==> src/cir_pkg.sv <==
// constants for the command and interrupt control register page
// assumes an 8-bit register port with 6-bit register addresses on the core clock
package cir_pkg;

  localparam logic [5:0] ADDR_RSVD = 6'h00;
  localparam logic [5:0] ADDR_CMD = 6'h01;
  localparam logic [5:0] ADDR_MAIN_EN = 6'h02;
  localparam logic [5:0] ADDR_AUX_EN = 6'h03;
  localparam logic [5:0] ADDR_MAIN_FLAGS = 6'h04;
  localparam logic [5:0] ADDR_AUX_FLAGS = 6'h05;

  localparam logic [7:0] RST_CMD = 8'h20;
  localparam logic [7:0] RST_MAIN_EN = 8'h80;
  localparam logic [7:0] RST_AUX_EN = 8'h00;
  localparam logic [7:0] RST_MAIN_FLAGS = 8'h14;
  localparam logic [7:0] RST_AUX_FLAGS = 8'h00;

  // command register fields
  localparam int CMD_RCV_OFF_BIT = 5;
  localparam int CMD_SLEEP_BIT = 4;
  // enable and flag registers
  localparam int POLARITY_FLIP_BIT = 7;
  localparam int DRIVE_STYLE_BIT = 7;
  localparam int SET_CLEAR_BIT = 7;
  localparam int CMD_END_FLAG_BIT = 4;
  localparam int AUX_EDGE_BIT = 4;
  localparam int CHECKSUM_BIT = 2;
  localparam logic [7:0] AUX_USED_MASK = 8'h14;
  localparam logic [6:0] MAIN_USED_MASK = 7'h7f;

  // command codes, plain defaults; the set of known codes is a bit mask
  localparam logic [3:0] CMD_IDLE = 4'h0;
  localparam logic [3:0] CMD_SELF_RESTART = 4'hf;
  localparam logic [15:0] CMD_KNOWN_MASK = 16'hffff;

  typedef enum logic [1:0] {CIR_AWAKE, CIR_ASLEEP, CIR_WAKING} cir_sleep_t;

endpackage

==> src/cir_sync.sv <==
// two-flop synchroniser, one per bit
// assumes the inputs are asynchronous to i_core_clk
`timescale 1ns/100ps
module cir_sync #(
  parameter int W = 2
) (
  input wire logic i_core_clk,
  input wire logic i_nrst,
  input wire logic [W-1:0] i_async,
  output logic [W-1:0] o_sync
);

  genvar g;
  generate
    for (g = 0; g < W; g++)
    begin : g_bit
      logic meta_reg;
      logic sync_reg;
      always_ff @(posedge i_core_clk or negedge i_nrst)
      begin
        if (!i_nrst)
        begin
          meta_reg <= 1'b0;
          sync_reg <= 1'b0;
        end
        else
        begin
          meta_reg <= i_async[g];
          sync_reg <= meta_reg;
        end
      end
      assign o_sync[g] = sync_reg;
    end
  endgenerate

endmodule

==> src/cir_ctrl.sv <==
// command register, interrupt enables and request flags, irq pin driver
// assumes host port logic on i_core_clk presents one-cycle read/write strobes
//
// Behaviour
// - offset zero is reserved, reads zero, has no function.
// - command register resets to 0x20; bit 5 switches receiver analog part off.
// - writing 1 to sleep bit 4 enters soft power-down.
// - clearing sleep bit starts wake-up; bit reads 1 until ready, then 0.
// - setting sleep bit is ignored while self-restart command is active.
// - host writes command code in bits 3:0; reads return executing code.
// - polarity flip bit 7 inverts the summary request on the irq pin.
// - main enable resets to 0x80, leaving open-drain irq pin released.
// - main enable bits 6:0 gate tx, rx, cmd end, high, low, fault, timer.
// - aux enable bit 7 selects push-pull irq pin, else open-drain.
// - aux enable resets zero; bit 4 gates input edge, bit 2 checksum.
// - main flags at offset four reset 0x14; bit 7 write-only; hardware sets rest.
// - flag write: marked flags set if bit 7 is 1, cleared if 0.
// - unknown command code reverts to idle and sets the command end flag.
// - host writing the idle command does not set the command end flag.
`timescale 1ns/100ps
module cir_ctrl (
  input wire logic i_core_clk,
  input wire logic i_nrst,
  input wire logic [5:0] i_reg_addr,
  input wire logic i_reg_wr,
  input wire logic i_reg_rd,
  input wire logic [7:0] i_reg_wdata,
  output logic [7:0] o_reg_rdata,
  input wire logic [6:0] i_main_events,
  input wire logic i_checksum_done,
  input wire logic i_cmd_done,
  input wire logic i_aux_card_input,
  input wire logic i_osc_ready,
  output logic [3:0] o_cmd_code,
  output logic o_cmd_start,
  output logic o_receiver_analog_off,
  output logic o_soft_sleep,
  output logic o_irq_out,
  output logic o_irq_oe
);

  logic [1:0] sync_out;
  logic aux_in_s;
  logic osc_ready_s;

  cir_sync #(.W(2)) u_sync (
    .i_core_clk(i_core_clk),
    .i_nrst(i_nrst),
    .i_async({i_osc_ready, i_aux_card_input}),
    .o_sync(sync_out)
  );
  assign aux_in_s = sync_out[0];
  assign osc_ready_s = sync_out[1];

  logic [3:0] cmd_reg, cmd_next;
  logic rcv_off_reg, rcv_off_next;
  logic start_reg, start_next;
  cir_pkg::cir_sleep_t sleep_reg, sleep_next;
  logic sleep_out_reg, sleep_out_next;
  logic [7:0] main_en_reg, main_en_next;
  logic [7:0] aux_en_reg, aux_en_next;
  logic [6:0] main_flags_reg, main_flags_next;
  logic [7:0] aux_flags_reg, aux_flags_next;
  logic aux_prev_reg, aux_prev_next;
  logic [7:0] rdata_reg, rdata_next;
  logic irq_out_reg, irq_out_next;
  logic irq_oe_reg, irq_oe_next;

  logic wr_cmd, wr_main_en, wr_aux_en, wr_main_flags, wr_aux_flags;
  logic cmd_end_set;
  logic aux_edge;
  logic summary;
  logic irq_level;

  assign wr_cmd = i_reg_wr && (i_reg_addr == cir_pkg::ADDR_CMD);
  assign wr_main_en = i_reg_wr && (i_reg_addr == cir_pkg::ADDR_MAIN_EN);
  assign wr_aux_en = i_reg_wr && (i_reg_addr == cir_pkg::ADDR_AUX_EN);
  assign wr_main_flags = i_reg_wr && (i_reg_addr == cir_pkg::ADDR_MAIN_FLAGS);
  assign wr_aux_flags = i_reg_wr && (i_reg_addr == cir_pkg::ADDR_AUX_FLAGS);
  assign aux_edge = aux_in_s ^ aux_prev_reg;

  // command field and command start
  always_comb
  begin
    cmd_next = cmd_reg;
    rcv_off_next = rcv_off_reg;
    start_next = 1'b0;
    cmd_end_set = 1'b0;
    if (i_cmd_done && (cmd_reg != cir_pkg::CMD_IDLE))
    begin
      // a finished command returns to idle and reports its end
      cmd_next = cir_pkg::CMD_IDLE;
      cmd_end_set = 1'b1;
    end
    if (wr_cmd)
    begin
      rcv_off_next = i_reg_wdata[cir_pkg::CMD_RCV_OFF_BIT];
      if (i_reg_wdata[3:0] == cir_pkg::CMD_IDLE)
      begin
        cmd_next = cir_pkg::CMD_IDLE;
      end
      else if (!cir_pkg::CMD_KNOWN_MASK[i_reg_wdata[3:0]])
      begin
        cmd_next = cir_pkg::CMD_IDLE;
        cmd_end_set = 1'b1;
      end
      else
      begin
        cmd_next = i_reg_wdata[3:0];
        start_next = 1'b1;
      end
    end
  end

  // soft power-down sequencing
  always_comb
  begin
    sleep_next = sleep_reg;
    case (sleep_reg)
      cir_pkg::CIR_AWAKE:
      begin
        if (wr_cmd && i_reg_wdata[cir_pkg::CMD_SLEEP_BIT] && (cmd_reg != cir_pkg::CMD_SELF_RESTART))
        begin
          sleep_next = cir_pkg::CIR_ASLEEP;
        end
      end
      cir_pkg::CIR_ASLEEP:
      begin
        if (wr_cmd && !i_reg_wdata[cir_pkg::CMD_SLEEP_BIT])
        begin
          sleep_next = cir_pkg::CIR_WAKING;
        end
      end
      cir_pkg::CIR_WAKING:
      begin
        // oscillator ready ends the wake-up; bit keeps reading 1 until then
        if (osc_ready_s)
        begin
          sleep_next = cir_pkg::CIR_AWAKE;
        end
      end
      default:
      begin
        sleep_next = cir_pkg::CIR_AWAKE;
      end
    endcase
    sleep_out_next = (sleep_next == cir_pkg::CIR_ASLEEP);
  end

  // enables and sticky flags; hardware set always wins over a host clear
  always_comb
  begin
    main_en_next = main_en_reg;
    aux_en_next = aux_en_reg;
    main_flags_next = main_flags_reg;
    aux_flags_next = aux_flags_reg;
    aux_prev_next = aux_in_s;
    if (wr_main_en)
    begin
      main_en_next = i_reg_wdata;
    end
    if (wr_aux_en)
    begin
      aux_en_next = i_reg_wdata & (cir_pkg::AUX_USED_MASK | (8'h01 << cir_pkg::DRIVE_STYLE_BIT));
    end
    if (wr_main_flags)
    begin
      if (i_reg_wdata[cir_pkg::SET_CLEAR_BIT])
      begin
        main_flags_next = main_flags_reg | i_reg_wdata[6:0];
      end
      else
      begin
        main_flags_next = main_flags_reg & ~i_reg_wdata[6:0];
      end
    end
    if (wr_aux_flags)
    begin
      if (i_reg_wdata[cir_pkg::SET_CLEAR_BIT])
      begin
        aux_flags_next = aux_flags_reg | (i_reg_wdata & cir_pkg::AUX_USED_MASK);
      end
      else
      begin
        aux_flags_next = aux_flags_reg & ~(i_reg_wdata & cir_pkg::AUX_USED_MASK);
      end
    end
    main_flags_next = main_flags_next | (i_main_events & cir_pkg::MAIN_USED_MASK);
    main_flags_next[cir_pkg::CMD_END_FLAG_BIT] = main_flags_next[cir_pkg::CMD_END_FLAG_BIT] | cmd_end_set;
    aux_flags_next[cir_pkg::AUX_EDGE_BIT] = aux_flags_next[cir_pkg::AUX_EDGE_BIT] | aux_edge;
    aux_flags_next[cir_pkg::CHECKSUM_BIT] = aux_flags_next[cir_pkg::CHECKSUM_BIT] | i_checksum_done;
  end

  // irq pin, one cycle behind the flags
  always_comb
  begin
    summary = |(main_flags_reg & main_en_reg[6:0]) |
              (|(aux_flags_reg & aux_en_reg & cir_pkg::AUX_USED_MASK));
    irq_level = summary ^ main_en_reg[cir_pkg::POLARITY_FLIP_BIT];
    if (aux_en_reg[cir_pkg::DRIVE_STYLE_BIT])
    begin
      irq_out_next = irq_level;
      irq_oe_next = 1'b1;
    end
    else
    begin
      // open-drain: pull low only, release for high
      irq_out_next = 1'b0;
      irq_oe_next = !irq_level;
    end
  end

  // read data, registered one cycle after the read strobe
  always_comb
  begin
    rdata_next = rdata_reg;
    if (i_reg_rd)
    begin
      case (i_reg_addr)
        cir_pkg::ADDR_RSVD: rdata_next = 8'h00;
        cir_pkg::ADDR_CMD: rdata_next = {2'b00, rcv_off_reg, (sleep_reg != cir_pkg::CIR_AWAKE), cmd_reg};
        cir_pkg::ADDR_MAIN_EN: rdata_next = main_en_reg;
        cir_pkg::ADDR_AUX_EN: rdata_next = aux_en_reg;
        cir_pkg::ADDR_MAIN_FLAGS: rdata_next = {1'b0, main_flags_reg};
        cir_pkg::ADDR_AUX_FLAGS: rdata_next = aux_flags_reg;
        default: rdata_next = 8'h00;
      endcase
    end
  end

  always_ff @(posedge i_core_clk or negedge i_nrst)
  begin
    if (!i_nrst)
    begin
      cmd_reg <= cir_pkg::RST_CMD[3:0];
      rcv_off_reg <= cir_pkg::RST_CMD[cir_pkg::CMD_RCV_OFF_BIT];
      start_reg <= 1'b0;
      sleep_reg <= cir_pkg::CIR_AWAKE;
      sleep_out_reg <= 1'b0;
      main_en_reg <= cir_pkg::RST_MAIN_EN;
      aux_en_reg <= cir_pkg::RST_AUX_EN;
      main_flags_reg <= cir_pkg::RST_MAIN_FLAGS[6:0];
      aux_flags_reg <= cir_pkg::RST_AUX_FLAGS;
      aux_prev_reg <= 1'b0;
      rdata_reg <= 8'h00;
      irq_out_reg <= 1'b0;
      irq_oe_reg <= 1'b0;
    end
    else
    begin
      cmd_reg <= cmd_next;
      rcv_off_reg <= rcv_off_next;
      start_reg <= start_next;
      sleep_reg <= sleep_next;
      sleep_out_reg <= sleep_out_next;
      main_en_reg <= main_en_next;
      aux_en_reg <= aux_en_next;
      main_flags_reg <= main_flags_next;
      aux_flags_reg <= aux_flags_next;
      aux_prev_reg <= aux_prev_next;
      rdata_reg <= rdata_next;
      irq_out_reg <= irq_out_next;
      irq_oe_reg <= irq_oe_next;
    end
  end

  assign o_reg_rdata = rdata_reg;
  assign o_cmd_code = cmd_reg;
  assign o_cmd_start = start_reg;
  assign o_receiver_analog_off = rcv_off_reg;
  assign o_soft_sleep = sleep_out_reg;
  assign o_irq_out = irq_out_reg;
  assign o_irq_oe = irq_oe_reg;

endmodule

==> config.mk <==
export PLATFORM = sky130hd
export DESIGN_NAME = cir_ctrl
export DESIGN_NICKNAME = d
export VERILOG_FILES = /design/src/cir_pkg.sv /design/src/cir_sync.sv /design/src/cir_ctrl.sv
export SDC_FILE = /design/constraint.sdc
export NUM_CORES = 1
export LEC_CHECK = 0
export BUFFER_PORTS_ARGS = -buffer_cell sky130_fd_sc_hd__buf_2
export CORE_MARGIN = 2
export CORE_UTILIZATION = 35
export DETAILED_ROUTE_END_ITERATION = 10
export GPL_ROUTABILITY_DRIVEN = 0
export PLACE_DENSITY = 0.51
export SKIP_LAST_GASP = 1
export SYNTH_ARGS = -nofsm -noshare
export SYNTH_HDL_FRONTEND = slang
export SYNTH_SLANG_ARGS = --single-unit
==> constraint.sdc <==
create_clock -name i_core_clk -period 2.85 [get_ports i_core_clk]
set_input_delay 0.57 -clock i_core_clk [delete_from_list [all_inputs] [get_ports i_core_clk]]
set_output_delay 0.57 -clock i_core_clk [all_outputs]
set_load 0.02 [all_outputs]
==> summary.txt <==
Outcome
  – Outcome: complete, no violations

Synth
  – Mapped Nets: 209
  – Area of the mapped netlist: 2110 um^2
  – Mux contribution to synthesized area: 10.4%
  – Largest family of logic cells by synthesized area: compound AO/OA/AOI/OAI gates
  – Compound-Gate Fraction of Synth Area: 17.2%
  – Synth Register Bits: 44
  – Simple-gate share of the synthesized area: 16.5%
  – Seq/Total Area, Yosys: 52.4%
  – Adder-cell share of the synthesized area: 0%
  – Post-Synthesis Cells: 180
  – Number of synthesized flops with an enable pin: 0
  – YS warnings: 0
  – Post-Synth XOR/XNOR Area: 0.829%
  – Most used DFF post-synth: dfrtp_1
  – Post-synth ARST share: between 90% and 100%
  – Syn_area_per_cell: ~12 um^2
  – Yosys cell types: 41

Route
  – DRC: 0
  – Post-DR vias/cell: 5.33
  – Initial DRC count: 76
  – Drt wl/cell: around 17 um
  – DRT Pass-1 Iters: 4
  – Drt total wl: 5210 um
  – Via Count: approximately 1.6k
  – Post-route ant nets: 0

Clock network
  – Clock buffer depth: 2
  – CTS tree: built
  – Clk sink count: 44
  – Hold-fix buffers, CTS: 0
  – CTS clk-pin slew, worst paths: 80 ps
  – Setup bufs post-CTS: 0
  – H-Tree Depth: 2
  – Clk_lat worst skew: 290 ps
  – CTS-repair resized insts: 0
  – Inserted Clock Buffers: 5
  – Clk Tree Root Cell: clkbuf_8

Timing
  – Period minus WS final: 1910 ps
  – Max Clk Rate: 0.523 GHz
  – # setup viols final: 0
  – Endpoints failing hold: 0
  – Worst-Margin Slew: 603 ps
  – Setup TNS: 0 ps
  – Hold slack final: 258 ps
  – Clock skew: 5.25 ps
  – Slew Limit Fails: 0
  – Max_slew headroom: 59.8%
  – Unrepaired setup endpoints after global routing: false
  – PnR worst setup slack: about 940 ps
  – Tcrit/Tclk final: 67.1%

Pwr
  – Leakage: 1.07 nW
  – VDD IR max: 250 uV
  – Pwr Total: about 1.3 mW
  – Pwr dens: 514 nW/um^2

Die
  – Die width: 81.7 um
  – Initial Util: 35.9%
  – Ports: 46
  – Placeable core region: ~5900 um^2
  – Core Rows: 28
  – Die height: 81.7 um
  – Die area: around 6700 um^2

Cells and area
  – Area grow syn2layout: 18.1%
  – Diodes inserted: 0
  – Non-filler cells, final: 303
  – Nets: approximately 260
  – Number of fillers in the final layout: 599
  – Layout cells sized above 1: 39.5%

Setup path
  – Type of origin of the critical path: input port
  – Worst path arrival time: 2090 ps
  – Critical Path RT: 3030 ps
  – Crit path kind: input port to register
  – CP peak stage delay: ~500 ps
  – Worst-path cell chain: buf_2 -> nor4_4 -> and3_4 -> a21boi_0 -> a311o_2
  – CP Capture Type: register
  – Crit Path Max Fanout: 14
  – Crit-path slowest cell: nor4_4

Placed design
  – Post-placement setup slack: 614 ps
  – Dpl cells: 295
  – IO buf count: 45
  – HPWL after DPL: 3790 um

GRT
  – GR Overflow Total: 0
  – Met2 GRT Util: 25.2%
  – Gr usage total: between 15 and 20%
  – Met1 GRT Util: 25.0%
  – Busiest grt layer: met2
  – Vias in the first global route: about 1.5k
  – Initial antenna violation count: 0
  – First-pass GRT wire length: 8290 um
  – GR Util met3: between 3 and 4%
  – Largest net degree at the start of global routing: 24

Run
  – Max-cap viol count: 0

Min path
  – HP Class: input port to async pin
==> cell usage in the layout, fill, tap and decap left out, types with 4 or more instances in the layout <==
| cell type | instances |
|---|---|
| o21ai_0 | 6 |
| clkbuf_8 | 6 |
| nor2b_1 | 6 |
| mux2_2 | 16 |
| dfrtp_1 | 40 |
| a311o_2 | 6 |
| a32oi_1 | 5 |
| a21boi_0 | 6 |
| nand2_1 | 15 |
| dfstp_2 | 4 |
| nand2b_1 | 9 |
| a22o_1 | 5 |
| mux2i_1 | 4 |
| nor3_1 | 6 |
| nor2_1 | 6 |
| buf_2 | 45 |
| inv_1 | 5 |
| o22ai_1 | 4 |
==> critical path: cells and delay by family <==
kind | cells | cell delay, ps
AO/OA/AOI/OAI | 2 | 460
buffers and inverters | 1 | 170
AND/OR/NAND/NOR | 2 | 880
==> cells in the mapped netlist (5+ instances only) <==
| cell | n | area (um^2) |
|---|---|---|
| a22o_1 | 5 | 43.8 |
| a32oi_1 | 5 | 43.8 |
| nor2_1 | 6 | 22.5 |
| mux2_2 | 16 | 180 |
| dfrtp_1 | 40 | 1000 |
| inv_1 | 5 | 18.8 |
| o21ai_0 | 6 | 30.0 |
| a21boi_0 | 6 | 45.0 |
| nand2b_1 | 9 | 56.3 |
| a311o_2 | 6 | 67.6 |
| nor3_1 | 6 | 30.0 |
| nand2_1 | 15 | 56.3 |
| nor2b_1 | 6 | 37.5 |
==> where the power goes <==
part / internal, mW / switching [mW]
Clock: 0.194 / 0.204
Combinational: 0.0818 / 0.107
Sequential: 0.668 / 0.0291
==> layer usage <==
| metal | part of all wire, % | routed length (um) |
|---|---|---|
| met5 | 0 | 0 |
| met1 | 48 | 2530 |
| met3 | 4.3 | 224 |
| met4 | 0.92 | 48 |
| met2 | 46 | 2410 |
==> cell families (layout without fill, tap and decap cells) <==
logic type             count (synthesis)  after routing
AND/OR/NAND/NOR                       58             58
AO/OA/AOI/OAI                         45             45
flip-flops                            44             44
multiplexers                          20             20
buffers and inverters                 11             59
XOR/XNOR                               2              2
==> layout make-up <==
class                           instances  area, um^2  share of cell area, %
Multi-Input combinational cell        125         950                   38.1
Timing Repair Buffer                   46         233                   9.33
Sequential cell                        44        1110                   44.4
Inverter                                5        18.8                  0.753
Clock inverter                          2        10.0                  0.401
Clock buffer                            6        82.6                   3.31
Tap cell                               75        93.8                   3.76
==> final timing paths <==
check                                                        start                                 end  slack [ps]  cells after the start
worst max-delay path                                 i_reg_addr[1]         main_flags_reg[3]$_DFF_PN0_         940                      5
worst min-delay path                                        i_nrst          o_reg_rdata[6]$_DFFE_PN0P_         260                      1
worst max register to register          main_en_reg[5]$_DFFE_PN0P_                  o_irq_oe$_DFF_PN0_        1130                      4
worst min register to register  u_sync.g_bit[1].meta_reg$_DFF_PN0_  u_sync.g_bit[1].sync_reg$_DFF_PN0_         350                      0
max in group asynchronous                                   i_nrst         main_flags_reg[4]$_DFF_PN1_        1840                      2
min in group i_core_clk         u_sync.g_bit[1].meta_reg$_DFF_PN0_  u_sync.g_bit[1].sync_reg$_DFF_PN0_         350                      0
==> per-stage QoR <==
stage | instance area, um^2 | util [%]
2_1_floorplan | 2110 | -
3_3_place_gp | 2400 | 40.8
3_5_place_dp | 2400 | 40.8
4_1_cts | 2490 | 42.4
5_1_grt | 2490 | 42.4
6_report | 2490 | 42.4
Note: power is estimated with default switching activity, not from simulation.
